File: src/pesd_map.svh
// register offsets, field positions, reset values and event codes of the
// performance event select decoder; included by the package and the top module
`ifndef PESD_MAP_SVH
`define PESD_MAP_SVH

// byte offsets, one aligned 32-bit word each
`define PESD_OFS_EVT_BASE   8'h00
`define PESD_OFS_CFG_BASE   8'h20
`define PESD_OFS_CNT_BASE   8'h30

// event register fields
`define PESD_EVT_SEL7_HI    31
`define PESD_EVT_SEL6_HI    30
`define PESD_EVT_SEL_LO     25
`define PESD_EVT_MASK_LO    9
`define PESD_EVT_WMASK      32'hfffffe00
`define PESD_EVT_RESET      32'h00000000

// configuration register fields and counter reset value
`define PESD_CFG_SEL_HI     15
`define PESD_CFG_SEL_LO     13
`define PESD_CFG_EN_BIT     12
`define PESD_CFG_WMASK      32'h0000f000
`define PESD_CFG_RESET      32'h00000000
`define PESD_CNT_RESET      32'h00000000

// event select codes
`define PESD_CODE_ACTIVE    7'h13
`define PESD_CODE_XFER      7'h05
`define PESD_CODE_QWRITE    7'h09
`define PESD_CODE_MISPRED   6'h05
`define PESD_CODE_RETIRED   6'h04

`endif

File: src/pesd_pkg.sv
// types of the performance event select decoder
// assumes pesd_map.svh is on the include path
`include "pesd_map.svh"

package pesd_pkg;

  // configuration select code: which event-register family feeds a counter
  typedef enum logic [2:0] {
    PESD_SRC_SEQ = 3'h0,
    PESD_SRC_BR  = 3'h2,
    PESD_SRC_PWR = 3'h6
  } pesd_src_t;

  // event register slots in address order
  typedef enum logic [2:0] {
    PESD_EVT_SEQ_A = 3'h0,
    PESD_EVT_SEQ_B = 3'h1,
    PESD_EVT_BR_A  = 3'h2,
    PESD_EVT_BR_B  = 3'h3,
    PESD_EVT_PWR_A = 3'h4,
    PESD_EVT_PWR_B = 3'h5
  } pesd_evt_t;

  typedef logic [7:0]  pesd_addr_t;
  typedef logic [31:0] pesd_word_t;

endpackage

File: src/pesd_top.sv
// performance event select decoder with counters 4..7
// assumes event inputs come from pipeline logic on clk_sys_in; software reaches
// the registers over a plain strobe port with read data one cycle later
//
// Chosen here: the plain strobed port and the register addresses.
`timescale 1ns/100ps
`default_nettype none
`include "pesd_map.svh"

module pesd_top #(
  parameter int NUM_CNT = 4,
  parameter int NUM_EVT = 6
) (
  // clock and reset
  input  wire  logic                 clk_sys_in,
  input  wire  logic                 rstn_in,
  // register port
  input  wire  pesd_pkg::pesd_addr_t reg_addr_in,
  input  wire  pesd_pkg::pesd_word_t reg_wdata_in,
  input  wire  logic                 reg_wr_in,
  input  wire  logic                 reg_rd_in,
  output var   pesd_pkg::pesd_word_t reg_rdata_out,
  // pipeline event sources
  input  wire  logic                 proc_active_in,
  input  wire  logic                 delivery_switch_event_in,
  input  wire  logic                 uopq_write_in,
  input  wire  logic [2:0]           uopq_src_in,
  input  wire  logic                 br_retire_in,
  input  wire  logic                 br_mispred_in,
  input  wire  logic [3:0]           br_type_in,
  // per-counter increment pulses
  output var   logic [NUM_CNT-1:0]   cnt_inc_out
);
  import pesd_pkg::*;

  // ************************************************************
  // reset release
  // ************************************************************
  logic rst_meta_q;
  logic rstn_q;

  always_ff @(posedge clk_sys_in or negedge rstn_in) begin
    if (!rstn_in) begin
      rst_meta_q <= 1'b0;
      rstn_q     <= 1'b0;
    end else begin
      rst_meta_q <= 1'b1;
      rstn_q     <= rst_meta_q;
    end
  end

  // ************************************************************
  // register state
  // ************************************************************
  pesd_word_t         evt_q [NUM_EVT];
  pesd_word_t         evt_d [NUM_EVT];
  pesd_word_t         cfg_q [NUM_CNT];
  pesd_word_t         cfg_d [NUM_CNT];
  pesd_word_t         cnt_q [NUM_CNT];
  pesd_word_t         cnt_d [NUM_CNT];
  pesd_word_t         rdata_q;
  pesd_word_t         rdata_d;
  logic [NUM_CNT-1:0] inc_q;
  logic [NUM_CNT-1:0] hit_w;

  logic [5:0] word_idx;
  logic       in_evt;
  logic       in_cfg;
  logic       in_cnt;
  logic [2:0] evt_idx;
  logic [1:0] sub_idx;

  assign word_idx = reg_addr_in[7:2];
  assign in_evt   = (reg_addr_in >= `PESD_OFS_EVT_BASE) &&
                    (reg_addr_in < (`PESD_OFS_EVT_BASE + 8'(4 * NUM_EVT)));
  assign in_cfg   = (reg_addr_in >= `PESD_OFS_CFG_BASE) &&
                    (reg_addr_in < (`PESD_OFS_CFG_BASE + 8'(4 * NUM_CNT)));
  assign in_cnt   = (reg_addr_in >= `PESD_OFS_CNT_BASE) &&
                    (reg_addr_in < (`PESD_OFS_CNT_BASE + 8'(4 * NUM_CNT)));
  assign evt_idx  = word_idx[2:0];
  assign sub_idx  = word_idx[1:0];

  // ************************************************************
  // event decode, one slice per counter
  // ************************************************************
  genvar gi;
  generate
    for (gi = 0; gi < NUM_CNT; gi++) begin : g_dec
      // pair half: counters 4,5 take the first register, 6,7 the second
      localparam int HALF = (gi < NUM_CNT / 2) ? 0 : 1;
      localparam int SEQ  = 0 + HALF;
      localparam int BR   = 2 + HALF;
      localparam int PWR  = 4 + HALF;

      logic [2:0] src;
      logic       en;
      logic [6:0] seq_code;
      logic [5:0] br_code;
      logic [6:0] pwr_code;
      logic [3:0] seq_mask;
      logic [4:0] br_mask;
      logic       pwr_mask;
      logic       hit;

      assign src      = cfg_q[gi][`PESD_CFG_SEL_HI:`PESD_CFG_SEL_LO];
      assign en       = cfg_q[gi][`PESD_CFG_EN_BIT];
      assign seq_code = evt_q[SEQ][`PESD_EVT_SEL7_HI:`PESD_EVT_SEL_LO];
      assign br_code  = evt_q[BR][`PESD_EVT_SEL6_HI:`PESD_EVT_SEL_LO];
      assign pwr_code = evt_q[PWR][`PESD_EVT_SEL7_HI:`PESD_EVT_SEL_LO];
      assign seq_mask = evt_q[SEQ][`PESD_EVT_MASK_LO +: 4];
      assign br_mask  = evt_q[BR][`PESD_EVT_MASK_LO +: 5];
      assign pwr_mask = evt_q[PWR][`PESD_EVT_MASK_LO];

      always_comb begin
        hit = 1'b0;
        unique case (src)
          PESD_SRC_SEQ: begin
            if (seq_code == `PESD_CODE_XFER) begin
              hit = seq_mask[0] & delivery_switch_event_in;
            end else if (seq_code == `PESD_CODE_QWRITE) begin
              // any set mask bit matching the write's source counts it
              hit = uopq_write_in & (|(seq_mask[2:0] & uopq_src_in));
            end
          end
          PESD_SRC_BR: begin
            // conditional mispredicts pass through as flagged, overcount included
            if (br_code == `PESD_CODE_MISPRED) begin
              hit = br_retire_in & br_mispred_in & (|(br_mask[4:1] & br_type_in));
            end else if (br_code == `PESD_CODE_RETIRED) begin
              hit = br_retire_in & (|(br_mask[4:1] & br_type_in));
            end
          end
          PESD_SRC_PWR: begin
            if (pwr_code == `PESD_CODE_ACTIVE) begin
              hit = pwr_mask & proc_active_in;
            end
          end
          default: hit = 1'b0;
        endcase
      end

      assign hit_w[gi] = en & hit;
    end
  endgenerate

  // ************************************************************
  // register and counter next state
  // ************************************************************
  always_comb begin
    for (int i = 0; i < NUM_EVT; i++) begin
      evt_d[i] = evt_q[i];
    end
    for (int i = 0; i < NUM_CNT; i++) begin
      cfg_d[i] = cfg_q[i];
      // a software load wins over a same-cycle increment
      cnt_d[i] = hit_w[i] ? cnt_q[i] + 32'h00000001 : cnt_q[i];
    end
    rdata_d = 32'h00000000;
    if (reg_wr_in) begin
      if (in_evt) begin
        evt_d[evt_idx] = reg_wdata_in & `PESD_EVT_WMASK;
      end else if (in_cfg) begin
        cfg_d[sub_idx] = reg_wdata_in & `PESD_CFG_WMASK;
      end else if (in_cnt) begin
        cnt_d[sub_idx] = reg_wdata_in;
      end
    end
    if (reg_rd_in) begin
      if (in_evt) begin
        rdata_d = evt_q[evt_idx];
      end else if (in_cfg) begin
        rdata_d = cfg_q[sub_idx];
      end else if (in_cnt) begin
        rdata_d = cnt_q[sub_idx];
      end
    end
  end

  always_ff @(posedge clk_sys_in or negedge rstn_q) begin
    if (!rstn_q) begin
      for (int i = 0; i < NUM_EVT; i++) begin
        evt_q[i] <= `PESD_EVT_RESET;
      end
      for (int i = 0; i < NUM_CNT; i++) begin
        cfg_q[i] <= `PESD_CFG_RESET;
        cnt_q[i] <= `PESD_CNT_RESET;
      end
      rdata_q <= 32'h00000000;
      inc_q   <= '0;
    end else begin
      evt_q   <= evt_d;
      cfg_q   <= cfg_d;
      cnt_q   <= cnt_d;
      rdata_q <= rdata_d;
      inc_q   <= hit_w;
    end
  end

  assign reg_rdata_out = rdata_q;
  assign cnt_inc_out   = inc_q;

endmodule
`default_nettype wire

File: config.mk
export PLATFORM = sky130hd
export DESIGN_NAME = pesd_top
export DESIGN_NICKNAME = d
export VERILOG_FILES = /design/src/pesd_pkg.sv /design/src/pesd_top.sv
export VERILOG_INCLUDE_DIRS = /design/src /design/src/src
export SDC_FILE = /design/constraint.sdc
export NUM_CORES = 1
export LEC_CHECK = 0
export BUFFER_PORTS_ARGS = -buffer_cell sky130_fd_sc_hd__buf_2
export CAP_MARGIN = 20
export CORE_UTILIZATION = 26
export CTS_BUF_LIST = sky130_fd_sc_hd__clkbuf_4
export CTS_CLUSTER_DIAMETER = 200
export CTS_CLUSTER_SIZE = 30
export DETAILED_ROUTE_END_ITERATION = 10
export GPL_TIMING_DRIVEN = 0
export PLACE_DENSITY = 0.41
export SYNTH_ARGS = -nofsm -noshare
export SYNTH_HDL_FRONTEND = slang
export SYNTH_SLANG_ARGS = --single-unit
File: constraint.sdc
create_clock -name clk_sys_in -period 25.6 [get_ports clk_sys_in]
set_input_delay 3.84 -clock clk_sys_in [delete_from_list [all_inputs] [get_ports clk_sys_in]]
set_output_delay 3.84 -clock clk_sys_in [all_outputs]
set_load 0.005 [all_outputs]
# Word level (Yosys, flattened, before mapping)
# Index checks and enable logic that the tools add are counted.
dict set report op_classes {
  addsub 4
  mul 0
  div 0
  magnitude_cmp 10
  eq_ne 18
  n_shift 0
  muxes 42
  bitwise 22
  n_reduce_logical 15
}
# op n
set ops {}
lappend ops {{128-bit 2-to-1 mux} 4}
lappend ops {{32-bit 2-to-1 mux} 16}
lappend ops {{128-bit bitwise mux} 2}
lappend ops {{192-bit bitwise mux} 1}
lappend ops {{32-bit by 1-bit adder with 32-bit output (second input constant)} 4}
lappend ops {{32-bit binary-select mux with 2-bit select} 2}
lappend ops {{32-bit binary-select mux with 3-bit select} 1}
lappend ops {{32-bit demux with 3-bit select} 1}
lappend ops {{32-bit demux with 2-bit select} 1}
lappend ops {{6-bit by 3-bit == test with 1-bit output (second input constant)} 4}
lappend ops {{8-bit by 6-bit greater-or-equal comparator with 1-bit output (second input constant)} 2}
lappend ops {{1-bit AND} 15}
lappend ops {{7-bit by 3-bit == test with 1-bit output (second input constant)} 2}
lappend ops {{7-bit by 4-bit == test with 1-bit output (second input constant)} 2}
lappend ops {{7-bit by 5-bit == test with 1-bit output (second input constant)} 2}
lappend ops {{3-bit by 2-bit == test with 1-bit output (second input constant)} 4}
lappend ops {{3-bit == test (second input constant)} 4}
lappend ops {{3-bit zero test} 4}
lappend ops {{1-bit one-hot mux with 3 select lines} 4}
lappend ops {{1-bit 2-to-1 mux} 10}
lappend ops {{4-bit AND} 2}
lappend ops {{8-bit by 1-bit greater-or-equal comparator with 1-bit output (second input constant)} 1}
lappend ops {{8-bit by 5-bit < comparator with 1-bit output (second input constant)} 1}
lappend ops {{8-bit by 6-bit < comparator with 1-bit output (second input constant)} 1}
lappend ops {{14 further kinds} 21}
dict set report totals {
  regBits 486
  latchBits 0
  ram_bits 0
  mem_bits_ro 0
  in_bits 56
  out_inout_bits 36
  wordCells 129
  mem_count 0
}

# Logic depth before layout (Yosys ltp)
# Gate-level depths: netlist of run 1.
dict set report depth {
  depth_word 13
  ltp_mapped 9
}

# Least setup slack after synthesis of run 1
# Ideal clock, no wire load.
dict set report synth_path {
  kind {input to register}
  start {input reg_addr_in[4]}
  end {register evt_q[76] (netlist bit)}
  arrival_time_ns 5.821
  t_required_ns 25.475
  setup_slack_ns 19.655
  cell_stages 7
  n_path_buf 3
  path_cell_list {clkbuf_1 > a2111oi_2 > and3_1 > and3_1 > clkbuf_1 > buf_2 > mux2_2}
}
dict set report synth_via {
  elab_chain_len 6
}
# element line
set synth_rtl {}
lappend synth_rtl {{start, declared} pesd_top.sv:18} ;# input wire pesd_pkg::pesd_addr_t reg_addr_in,
lappend synth_rtl {{3-bit inverter with 4-bit output} -}
lappend synth_rtl {{4-bit greater-or-equal comparator or 4-bit by 1-bit < comparator with 1-bit output (tied branches)} -}
lappend synth_rtl {{1-bit logical AND (no source line)} -}
lappend synth_rtl {{32-bit 2-to-1 mux (no source line)} -}
lappend synth_rtl {{32-bit demux with 3-bit select (no source line)} -}
lappend synth_rtl {{192-bit bitwise mux (no source line)} -}
lappend synth_rtl {{end signal, assigned by index} pesd_top.sv:182} ;# evt_q[i] <= `PESD_EVT_RESET;
lappend synth_rtl {{end signal, assigned} pesd_top.sv:191} ;# evt_q <= evt_d;
lappend synth_rtl {{end, declared} pesd_top.sv:55} ;# pesd_word_t evt_q [NUM_EVT];
# Parallel ways exist; a longest one is shown, timed or not.
# A chain may end at the register's enable or synchronous reset.

==> results of run 1 <==
[cell usage after synthesis (11+ instances only)]
master,count,area (um^2)
dfrtp_1,320,8008
mux2_2,155,1745
nand2_1,132,495.5
a21oi_1,123,615.6
xnor2_1,96,840.8
nor2_1,85,319.1
o21ai_0,81,405.4
clkbuf_1,67,251.5
mux4_2,59,1329
nand3_1,53,265.3
nand4_1,45,281.5
buf_1,36,135.1
inv_1,33,123.9
mux2i_1,27,270.3
and3_1,25,156.4
a211oi_1,23,172.7
a2111oi_0,22,192.7
a2111oi_2,18,270.3
a31oi_1,17,106.4
buf_2,17,85.08
and2_1,13,81.33
nand2b_1,12,75.07
o21ai_1,11,55.05
[final cells by class]
type / count / area, um^2
Fill cell: 6909 / 46710
Multi-Input combinational cell: 1114 / 8752
Sequential cell: 320 / 8011
Tap cell: 864 / 1081
Timing Repair Buffer: 78 / 551.8
Buffer: 121 / 479.2
Inverter: 33 / 123.9
Clock buffer: 15 / 112.6
Clock inverter: 2 / 41.29
Antenna cell: 1 / 2.502
[metrics by stage]
step / instance area, um^2 / instances / hold WS [ns] / power [mW] / worst slack, ns
floorplan: 17360 / 1588 / 0.3312 / 0.7548 / 16.02
global placement: 18780 / 2520 / 0.3362 / 0.8323 / 11.29
detailed placement: 18980 / 2529 / 0.2723 / 0.8396 / 18.56
CTS: 19140 / 2546 / 0.2560 / 1.050 / 19.55
global route: 19160 / 2548 / 0.2750 / 1.092 / 19.42
finish: 19160 / 2548 / 0.2514 / 1.040 / 19.48
[worst max path at each step]
stage | to | startpoint | depth (start not counted)
floorplan | cfg_q[108] | rstn_q | 0
CTS | cnt_q[59] | br_type_in[2] | 9
detailed placement | cnt_q[59] | br_type_in[2] | 9
finish | cnt_q[95] | reg_addr_in[6] | 8
global placement | cnt_inc_out[2] | rstn_q | 0
global route | cnt_q[87] | reg_addr_in[6] | 8
[cell families after synthesis]
| group | count (synthesis) |
|---|---|
| other cells | 1 |
| xor+xnor | 101 |
| compound gates | 340 |
| fa+ha+maj | 4 |
| simple gates | 427 |
| mux | 241 |
| flops | 320 |
| buf+inv | 154 |
[cells in the final DEF, fill, tap and decap left out, drive strengths merged, types with 7 or more instances in the layout]
master,count
nand2,132
inv,34
nor2,85
mux2i,27
o21ai,92
nor3,9
and3,25
xnor2,96
nand4,46
nand3,54
nor2b,9
dfrtp,320
a21oi,124
or3,7
a31oi,17
nand2b,12
mux4,59
a22oi,10
and2,13
a2111oi,45
and4,7
mux2,155
a211oi,25
clkbuf,82
buf,132
[critical path, stage by stage]
cell and delay, ns:
buf_2 0.11, nor3b_1 0.59, clkbuf_1 0.44, and3_1 0.44
clkbuf_1 0.58, clkbuf_1 0.58, nand2_1 0.15, o21ai_0 0.12
[sequential cells by signal (all words and copies together) (netlist names)]
register and flops:
cfg_q 16, cnt_inc_out 4, cnt_q 128, evt_q 138
reg_rdata_out 32, rst_meta_q 1, rstn_q 1
[power by group]
| part | internal (mW) | switching [mW] | total, mW |
|---|---|---|---|
| logic | 0.0944 | 0.0935 | 0.188 |
| clock network | 0.0384 | 0.169 | 0.208 |
| registers | 0.567 | 0.0774 | 0.645 |
| total | 0.700 | 0.340 | 1.04 |
[metal layers]
layer,vias to the layer above,GRT usage [%],share of wire [%]
met3,80,1.894,4.8
met1,7147,28.54,46
met4,2,4.841,2.6
met5,-,0,0.018
li1,6006,-,-
met2,453,32.88,47
==> metrics.md, run 1 <==
| Metric | Value |
|---|---|
| Startpoint types | `primary input` |
| CORE AREA | `65860 um^2` |
| Post-synthesis xor/xnor area fraction | `5.095%` |
| TritonCTS clock tree | `done` |
| GRT Overall Usage | `20.12%` |
| Grt ovf | `0` |
| Synth cell types | `69` |
| Worst Hold Class | `register to asynchronous set/reset pin` |
| LEAKAGE | `7.598 nW` |
| Max cap viols | `0` |
| Cell Rows | `94` |
| # setup viols final | `0` |
| Req. time, crit path | `26.35 ns` |
| Final hold vios | `0` |
| Largest net degree at the start of global routing | `67` |
| DRC | `0` |
| Post-synth EDFFs | `0` |
| Worst-path clk slew | `0.34 ns` |
| Post-synthesis mux area share | `19.26%` |
| Setup CP Type | `primary input to register` |
| Worst Skew | `0.06437 ns` |
| Reg2reg end | `cnt_q[59]` |
| Worst-path maximum fanout | `10` |
| P&R area growth vs syn | `10.33%` |
| TritonCTS Buffers | `14` |
| Seq/Total Area, Yosys | `46.12%` |
| Slew HR | `25.49%` |
| Post-Syn Instances | `1588` |
| Post-detail-place hpwl | `51330 um` |
| Final wirelength | `67790 um` |
| Initial Util | `26.36%` |
| Final core utilization | `29.08%` |
| Post-Syn Area | `17360 um^2` |
| RD Place Congestion | `0.8719` |
| Post-layout min period | `6.118 ns` |
| Worst IR drop on VDD | `0.03940 mV` |
| WP data arrival | `6.87 ns` |
| Count of final max-slew check failures | `0` |
| Synth Net Count | `1648` |
| #FFs+latches synth | `320` |
| Maximum root-to-sink buffer count | `3` |
| CP Capture Type | `register` |
| Total die area | `67820 um^2` |
| Hold-fix buffers, CTS | `0` |
| R2R setup slack | `22.17 ns` |
| First-pass GRT wire length | `99880 um` |
| Post-synthesis compound-gate area fraction | `13.28%` |
| Via count | `13690` |
| Clock sinks | `320` |
| Asr flop ratio synth | `100.0%` |
| IO buf count | `68` |
| Post-cts sizing count | `0` |
| Yosys warns | `0` |
| Share of layout cells above drive strength 1 | `21.81%` |
| Die W | `260.4 um` |
| Final worst path period share | `23.90%` |
| Status | `finished, final reports clean` |
| Drt initial violations | `1014` |
| Simple-gate area share of the yosys netlist | `12.46%` |
| Root Buffer | `clkbuf_4` |
| Fin nets | `1742` |
| Power Dens Cells | `54.29 nW/um^2` |
| Antenna violations before repair | `4` |
| Setup TNS | `0 ns` |
| Ys flop type | `dfrtp_1` |
| Vias in the first global route | `13860` |
| IO Pins | `92` |
| Synth Area in Adders | `0.2882%` |
| RSZ-0062 raised after global routing | `false` |
| F_max | `163.5 MHz` |
| Mean area per synthesized cell | `10.93 um^2` |
| Worst-Margin Slew | `1.118 ns` |
| H-Tree Depth | `1` |
| Post-CTS Setup Bufs | `0` |
| Pre-Repair DR Iteration Count | `8` |
| Cells on worst reg2reg path | `8` |
| WL per Instance | `26.61 um` |
| Clock Latency Late Sink | `0.85 ns` |
| Die Y | `260.4 um` |
| Post-route ant nets | `0` |
| Via/cell ratio | `5.372` |
| R2R Path Start | `evt_q[92]` |
| Largest family of logic cells by synthesized area | `multiplexers` |
(Power assumes the default switching activity.)
==> inputs of run 2 (changes only) <==
--- a/config.mk
+++ b/config.mk
@@ -6,6 +6,7 @@
 export SDC_FILE = /design/constraint.sdc
 export NUM_CORES = 1
 export LEC_CHECK = 0
+export ABC_AREA = 1
 export BUFFER_PORTS_ARGS = -buffer_cell sky130_fd_sc_hd__buf_2
 export CAP_MARGIN = 20
 export CORE_UTILIZATION = 26
==> constraint.sdc (replaced) <==
create_clock -name clk_sys_in -period 6.1 [get_ports clk_sys_in]
set_input_delay 0.915 -clock clk_sys_in [delete_from_list [all_inputs] [get_ports clk_sys_in]]
set_output_delay 0.915 -clock clk_sys_in [all_outputs]
set_load 0.005 [all_outputs]
==> metrics.md, run 2 <==
| Metric | Value |
|---|---|
| Status | `finished, final reports clean (unchanged)` |
| Post-route ant nets | `0 (unchanged)` |
| Post-CTS Setup Bufs | `0 (unchanged)` |
| CP endpoint | `cnt_q[110] (was cnt_q[95])` |
| Synth Net Count | `2840 (was 1648)` |
| IO Pins | `92 (unchanged)` |
| Count leader, synth | `nand2_1 (was dfrtp_1)` |
| Count of final max-slew check failures | `0 (unchanged)` |
| Post-layout min period | `2.824 ns` |
| Grt ovf | `0 (unchanged)` |
| Most frequent cells in the layout | `1075 x nand2_1, 319 x dfrtp_1, 237 x nand3_1, 223 x inv_1, 212 x nor2_1 (was 319 x dfrtp_1, 155 x mux2_2, 132 x nand2_1, 123 x a21oi_1, 96 x xnor2_1)` |
| Setup ws final | `3.276 ns (was 19.48 ns)` |
| Post-route cell area | `21140 um^2 (was 19160 um^2)` |
| Final hold vios | `0 (unchanged)` |
| Via/cell ratio | `5.085 (was 5.372)` |
| Top Layer Used | `met4 (was met5)` |
| WP data arrival | `3.60 ns (was 6.87 ns)` |
| Setup CP Type | `register to register (was primary input to register)` |
| Synth top cells by count | `1075 x nand2_1, 320 x dfrtp_1, 237 x nand3_1 (was 320 x dfrtp_1, 155 x mux2_2, 132 x nand2_1)` |
| Root Buffer | `clkbuf_4 (unchanged)` |
| Req. time, crit path | `6.88 ns (was 26.35 ns)` |
| Synth Area in Adders | `0.2608% (was 0.2882%)` |
| WL per Instance | `24.03 um (was 26.61 um)` |
| Post-Syn Area | `19190 um^2 (was 17360 um^2)` |
| Post-synthesis compound-gate area fraction | `11.09% (was 13.28%)` |
| Critical path origin | `evt_q[126] (was reg_addr_in[6])` |
| TritonCTS clock tree | `done (unchanged)` |
| Post-cts sizing count | `0 (unchanged)` |
| Maximum root-to-sink buffer count | `3 (unchanged)` |
| F_max | `354.1 MHz` |
| Post-detail-place hpwl | `71760 um (was 51330 um)` |
| Via count | `19580 (was 13690)` |
| Fin nets | `2948 (was 1742)` |
| Final worst path period share | `46.29%` |
| Clock sinks | `320 (unchanged)` |
| GRT Overall Usage | `24.67% (was 20.12%)` |
| Largest net degree at the start of global routing | `64 (was 67)` |
| Cell Rows | `99 (was 94)` |
| Met3 wire length | `5402 um (was 3283 um)` |
| CP Capture Type | `register (unchanged)` |
| Hold WS | `0.2268 ns (was 0.2514 ns)` |
| Worst-path maximum fanout | `10 (unchanged)` |
| # setup viols final | `0 (unchanged)` |
| Clock Latency Late Sink | `0.89 ns (was 0.85 ns)` |
| R2R setup slack | `3.28 ns (was 22.17 ns)` |
| Number of flip-flops in the largest register | `138 (unchanged)` |
| LEAKAGE | `10.06 nW (was 7.598 nW)` |
| Reg2reg end | `cnt_q[110] (was cnt_q[59])` |
| Drt initial violations | `1978 (was 1014)` |
| Max cap viols | `0 (unchanged)` |
| Worst Hold Class | `primary input to register (was register to asynchronous set/reset pin)` |
| Hold-fix buffers, CTS | `1 (was 0)` |
| TritonCTS Buffers | `14 (unchanged)` |
| Yosys top cell by area | `dfrtp_1 (unchanged)` |
| Ys flop type | `dfrtp_1 (unchanged)` |
| IO buf count | `86 (was 68)` |
| Total die area | `74910 um^2 (was 67820 um^2)` |
| Seq/Total Area, Yosys | `41.72% (was 46.12%)` |
| Die W | `273.7 um (was 260.4 um)` |
| CORE AREA | `72960 um^2 (was 65860 um^2)` |
| Synth cell types | `46 (was 69)` |
| Die Y | `273.7 um (was 260.4 um)` |
| Power Dens Cells | `260.8 nW/um^2 (was 54.29 nW/um^2)` |
| RSZ-0062 raised after global routing | `false (unchanged)` |
| Post-Syn Instances | `2780 (was 1588)` |
| Setup slack at placement | `2.556 ns (was 18.56 ns)` |
| Share of layout cells above drive strength 1 | `7.234% (was 21.81%)` |
| Most common cell after layout, fill and taps aside | `nand2_1 (was dfrtp_1)` |
| Post-synth top area share | `41.72% (was 46.12%)` |
| Vias in the first global route | `18880 (was 13860)` |
| Post-synth EDFFs | `0 (unchanged)` |
| Post-synthesis xor/xnor area fraction | `3.422% (was 5.095%)` |
| Mean area per synthesized cell | `6.904 um^2 (was 10.93 um^2)` |
| Pre-Repair DR Iteration Count | `7 (was 8)` |
| Slew HR | `31.63% (was 25.49%)` |
| Pwr Total | `5.513 mW (was 1.040 mW)` |
| Startpoint types | `register (was primary input)` |
| Initial Util | `26.31% (was 26.36%)` |
| Yosys warns | `0 (unchanged)` |
| Metal1 wirelength | `42470 um (was 31040 um)` |
| Cells on worst reg2reg path | `13 (was 8)` |
| RD Place Congestion | `0.9695 (was 0.8719)` |
| Placed Instance Area | `20970 um^2 (was 18980 um^2)` |
| P&R area growth vs syn | `10.12% (was 10.33%)` |
| Area contributors post-synth | `dfrtp_1 42%, nand2_1 21%, nand3_1 6.2% (was dfrtp_1 46%, mux2_2 10%, mux4_2 7.7%)` |
| Antenna violations before repair | `4 (unchanged)` |
| R2R Path Start | `evt_q[126] (was evt_q[92])` |
| Most flops, register | `evt_q (unchanged)` |
| Simple-gate area share of the yosys netlist | `35.72% (was 12.46%)` |
| First-pass GRT wire length | `134600 um (was 99880 um)` |
| DRC | `0 (unchanged)` |
| #FFs+latches synth | `320 (unchanged)` |
| Worst IR drop on VDD | `0.1555 mV (was 0.03940 mV)` |
| Setup TNS | `0 ns (unchanged)` |
| Number of fill cells | `8152 (was 6909)` |
| Asr flop ratio synth | `100.0% (unchanged)` |
| DR WL met2 | `40810 um (was 31720 um)` |
| Worst-path clk slew | `0.34 ns (about the same)` |
| H-Tree Depth | `1 (unchanged)` |
| Final wirelength | `92550 um (was 67790 um)` |
| Worst Skew | `0.09334 ns (was 0.06437 ns)` |
| Post-synthesis mux area share | `0% (was 19.26%)` |
| Largest family of logic cells by synthesized area | `simple AND/OR/NAND/NOR gates (was multiplexers)` |
| Worst-Margin Slew | `1.025 ns (was 1.118 ns)` |
==> run 2: changes by cell type in the layout (fill, tap and decap cells not counted), sizes merged, moves of 75 or more <==
| cell | before | now |
|---|---|---|
| nor2 | 85 | 219 |
| inv | 34 | 236 |
| nand3 | 54 | 243 |
| o21ai | 92 | 201 |
| a21oi | 124 | 47 |
| xnor2 | 96 | 21 |
| nand2 | 132 | 1076 |
| mux2 | 155 | 0 |
==> run 2: final cells by class <==
| class | count | area [um^2] | area share (%) |
|---|---|---|---|
| diodes | 3 | 7.507 | 0.03552 |
| flip-flops and latches | 320 | 8011 | 37.90 |
| plain buffers | 130 | 579.3 | 2.741 |
| multi-input cells | 2088 | 9696 | 45.87 |
| clock inverters | 2 | 41.29 | 0.1953 |
| repair buffers | 92 | 578.1 | 2.735 |
| well taps | 959 | 1200 | 5.677 |
| inverters | 242 | 910.9 | 4.309 |
| clock buffers | 15 | 112.6 | 0.5328 |
==> run 2: worst min-delay path by stage <==
| stage | start | slack (ns) | depth (start not counted) | endpoint |
|---|---|---|---|---|
| floorplan | rst_meta_q | 0.33 | 0 | rstn_q |
| global placement | rst_meta_q | 0.34 | 0 | rstn_q |
| detailed placement | rst_meta_q | 0.35 | 0 | rstn_q |
| CTS | reg_wdata_in[22] | 0.16 | 3 | cnt_q[86] |
| global route | reg_wdata_in[22] | 0.19 | 3 | cnt_q[86] |
| finish | reg_wdata_in[22] | 0.23 | 3 | cnt_q[86] |
==> run 2: per-layer routing <==
metal	GRT usage, %	up-vias
met5	0	-
li1	-	9189
met2	38.58	698
met4	9.321	0
met1	34.53	9582
met3	3.018	112
==> run 2: through the flow <==
step / util [%] / std cells
finish: 28.97 / 3851
global route: 28.96 / 3849
CTS: 28.96 / 3848
detailed placement: 28.74 / 3830
global placement: 28.54 / 3825
floorplan: - / 2780
==> run 2: cells by family (layout without fill, tap and decap cells) <==
group,count (synthesis),count (layout)
simple gates,1644,1644
buf+inv,372,481
compound gates,364,364
flops,320,320
xor+xnor,75,75
fa+ha+maj,4,4
other cells,1,4
==> run 2: worst max-delay path, cell delays in order, from the launching register on <==
cell,delay [ns]
dfrtp_1,0.48
nor2_1,0.11
nand2_1,0.07
nor2_1,0.32
nand2_1,0.17
nand3_1,0.11
nand2_1,0.06
nor2_1,0.35
nand2_1,0.40
buf_2,0.33
nand2_1,0.09
nand3_1,0.09
nand2_1,0.09
inv_1,0.04
==> run 2: power breakdown <==
| group | internal, mW | leakage, nW | switching [mW] |
|---|---|---|---|
| logic | 0.518 | 5.76 | 1.03 |
| registers | 2.47 | 4.21 | 0.615 |
| clock network | 0.161 | 0.0892 | 0.717 |
==> inputs of run 3 (changes only) <==
==> constraint.sdc (replaced) <==
create_clock -name clk_sys_in -period 2.6 [get_ports clk_sys_in]
set_input_delay 0.39 -clock clk_sys_in [delete_from_list [all_inputs] [get_ports clk_sys_in]]
set_output_delay 0.39 -clock clk_sys_in [all_outputs]
set_load 0.005 [all_outputs]
==> metrics.md, run 3 (same netlist as run 2, synthesis figures left out) <==
| Metric | Value |
|---|---|
| Number of fill cells | `8154 (was 8152)` |
| Number of flip-flops in the largest register | `138 (unchanged)` |
| F_max | `381.8 MHz` |
| Clock network fraction of total power | `15.8% (was 15.9%)` |
| CP top delay family | `buffers and inverters (was simple AND/OR/NAND/NOR gates)` |
| Most frequent cells in the layout | `1074 x nand2_1, 318 x dfrtp_1, 237 x nand3_1, 223 x inv_1, 205 x nor2_1 (was 1075 x nand2_1, 319 x dfrtp_1, 237 x nand3_1, 223 x inv_1, 212 x nor2_1)` |
| Psw | `5.578 mW (was 2.361 mW)` |
| Worst-path maximum fanout | `10 (unchanged)` |
| Worst-path clk slew | `0.32 ns (was 0.34 ns)` |
| WL per Instance | `23.80 um (was 24.03 um)` |
| Post-route cell area | `21540 um^2 (was 21140 um^2)` |
| Worst-Margin Slew | `1.115 ns (was 1.025 ns)` |
| Power Dens Cells | `604.1 nW/um^2 (was 260.8 nW/um^2)` |
| Via/cell ratio | `5.068 (was 5.085)` |
| CP Capture Type | `register (unchanged)` |
| Post-layout min period | `2.619 ns` |
| Share of layout cells above drive strength 1 | `7.587% (was 7.234%)` |
| Post-detail-place hpwl | `71730 um (was 71760 um)` |
| H-Tree Depth | `1 (unchanged)` |
| Cells on worst reg2reg path | `8 (was 13)` |
| Sequential Power Share | `55.8% (was 56.0%)` |
| RSZ-0062 raised after global routing | `false (unchanged)` |
| IO buf count | `86 (unchanged)` |
| First-pass GRT wire length | `133600 um (was 134600 um)` |
| Drt initial violations | `1892 (was 1978)` |
| Min-delay src | `proc_active_in (was reg_wdata_in[22])` |
| Setup TNS | `-0.02422 ns (was 0 ns)` |
| Hold WS | `0.1348 ns (was 0.2268 ns)` |
| Die Y | `273.7 um (unchanged)` |
| RD Place Congestion | `0.9708 (was 0.9695)` |
| Final hold vios | `0 (unchanged)` |
| R2R Path Start | `evt_q[191] (was evt_q[126])` |
| CP max-delay cell | `a2111oi_0 (was dfrtp_1)` |
| Final worst path period share | `100.7%` |
| WP data arrival | `3.23 ns (was 3.60 ns)` |
| Via count | `19700 (was 19580)` |
| Worst Hold Class | `primary input to register (unchanged)` |
| Biggest cell delay along the critical path | `0.99 ns (was 0.48 ns)` |
| Startpoint types | `primary input (was register)` |
| Maximum root-to-sink buffer count | `3 (unchanged)` |
| DRC | `0 (unchanged)` |
| TritonCTS Buffers | `14 (unchanged)` |
| Vias in the first global route | `19010 (was 18880)` |
| Setup ws final | `-0.01938 ns (was 3.276 ns)` |
| Placed Instances | `3830 (unchanged)` |
| R2R setup slack | `0.10 ns (was 3.28 ns)` |
| Grt ovf | `0 (unchanged)` |
| Crit-path cells | `buf_4 -> dlygate4sd3_1 -> nor2_2 -> inv_2 -> clkbuf_1 -> nor2_1 -> a2111oi_0 (was nor2_1 -> nand2_1 -> nor2_1 -> nand2_1 -> nand3_1 -> nand2_1 -> nor2_1 -> nand2_1 -> buf_2 -> nand2_1 -> nand3_1 -> nand2_1 -> inv_1)` |
| CORE AREA | `72960 um^2 (unchanged)` |
| Fin nets | `2985 (was 2948)` |
| GRT Overall Usage | `24.52% (was 24.67%)` |
| Combinational power share | `28.3% (was 28.1%)` |
| Setup CP Type | `primary input to register (was register to register)` |
| Post-route ant nets | `0 (unchanged)` |
| Die W | `273.7 um (unchanged)` |
| Antenna violations before repair | `3 (was 4)` |
| Max cap viols | `0 (unchanged)` |
| Worst Skew | `0.09698 ns (was 0.09334 ns)` |
| P&R area growth vs syn | `12.23% (was 10.12%)` |
| Pre-Repair DR Iteration Count | `5 (was 7)` |
| IO Pins | `92 (unchanged)` |
| Initial Util | `26.31% (unchanged)` |
| Root Buffer | `clkbuf_4 (unchanged)` |
| Hold EP | `cnt_inc_out[1] (was cnt_q[86])` |
| Clock sinks | `320 (unchanged)` |
| Final cell count without fillers | `3888 (was 3851)` |
| Pint | `7.435 mW (was 3.152 mW)` |
| Req. time, crit path | `3.21 ns (was 6.88 ns)` |
| Status | `complete, but fails checks (was finished, final reports clean)` |
| Hold Path Stages | `7 (was 3)` |
| Largest net degree at the start of global routing | `67 (was 64)` |
| Post-CTS Setup Bufs | `0 (unchanged)` |
| Sw Share | `42.86% (was 42.82%)` |
| Most flops, register | `evt_q (unchanged)` |
| Cell Rows | `99 (unchanged)` |
| TritonCTS clock tree | `done (unchanged)` |
| Final wirelength | `92530 um (was 92550 um)` |
| # setup viols final | `2 (was 0)` |
| Slew HR | `23.72% (was 31.63%)` |
| Total die area | `74910 um^2 (unchanged)` |
| Most common cell after layout, fill and taps aside | `nand2_1 (unchanged)` |
| Reg2reg end | `cnt_q[111] (was cnt_q[110])` |
| Placed Instance Area | `20970 um^2 (unchanged)` |
| Worst IR drop on VDD | `0.3963 mV (was 0.1555 mV)` |
| Clock Latency Late Sink | `0.87 ns (was 0.89 ns)` |
| Bufs and invs on worst path | `4 (was 2)` |
| LEAKAGE | `10.23 nW (was 10.06 nW)` |
| Violated checks | `setup timing` |
| Count of final max-slew check failures | `0 (unchanged)` |
[run 3: changes by cell type in the layout (fill, tap and decap cells not counted)]
cell / delta
dlygate4sd3_1: +37
nor2_1: -7
nor2_2: +7
clkbuf_1: -4
clkbuf_2: +3
clkbuf_4: +3
buf_2: -2
dfrtp_1: -1
dfrtp_2: +1
nand2_1: -1
nand2_2: +1
[run 3: cell type report]
type | count | area, um^2 | area share, %
repair buffers | 129 | 948.4 | 4.403
clock buffers | 15 | 112.6 | 0.5228
flip-flops and latches | 320 | 8013 | 37.20
diodes | 3 | 7.507 | 0.03485
plain buffers | 130 | 591.8 | 2.747
multi-input cells | 2088 | 9716 | 45.10
clock inverters | 2 | 41.29 | 0.1917
inverters | 242 | 910.9 | 4.229
well taps | 959 | 1200 | 5.570
[run 3: power groups by stage]
| stage | clock [mW] | sequential (mW) | combinational, mW |
|---|---|---|---|
| floorplan | 0 | 6.66 | 2.40 |
| global placement | 0 | 7.40 | 3.43 |
| detailed placement | 0 | 7.31 | 3.59 |
| CTS | 2.17 | 7.22 | 3.65 |
| global route | 2.32 | 7.34 | 4.13 |
| finish | 2.06 | 7.27 | 3.69 |
[run 3: tightest hold or removal path, stage by stage]
cell and delay [ns]:
buf_2 0.13, nand2_1 0.07, nor2_1 0.06, nand4_1 0.09
nand2_1 0.05, nand3_1 0.08, nor3_1 0.11
[run 3: metrics by stage]
stage,setup slack [ns],total power [mW],utilization [%]
after floorplan,-0.5745,9.057,-
after global placement,-2.098,10.83,28.55
after global routing,0.02268,13.79,29.52
after CTS,0.05794,13.05,29.48
after detailed placement,-0.4157,10.90,28.74
final,-0.01938,13.01,29.52
[run 3: per-layer routing]
metal	vias up	track usage, %	share of wire (%)	wire, um
met5	-	0	0	0
met4	0	8.983	4.0	3732
met3	116	2.149	5.2	4808
met2	674	38.91	44	41140
met1	9679	34.52	46	42850
li1	9234	-	-	-
[run 3: how the worst max path moves through the flow]
stage	from	endpoint	slack (ns)	depth (start not counted)
final	reg_addr_in[2]	reg_rdata_out[0]	-0.02	7
after global routing	evt_q[191]	cnt_q[111]	0.02	9
after CTS	evt_q[94]	cnt_q[0]	0.06	12
after detailed placement	reg_addr_in[3]	cnt_q[112]	-0.42	8
after global placement	rstn_q	cnt_q[83]	-2.10	0
after floorplan	rstn_q	cfg_q[108]	-0.57	0
[run 3: what timing repair did]
item / CTS / global route
setup endpoints to repair: 35 / 36
gates resized for setup: 3 / 17
endpoints found under the hold margin: 104 / 0
hold buffers: 38 / 0
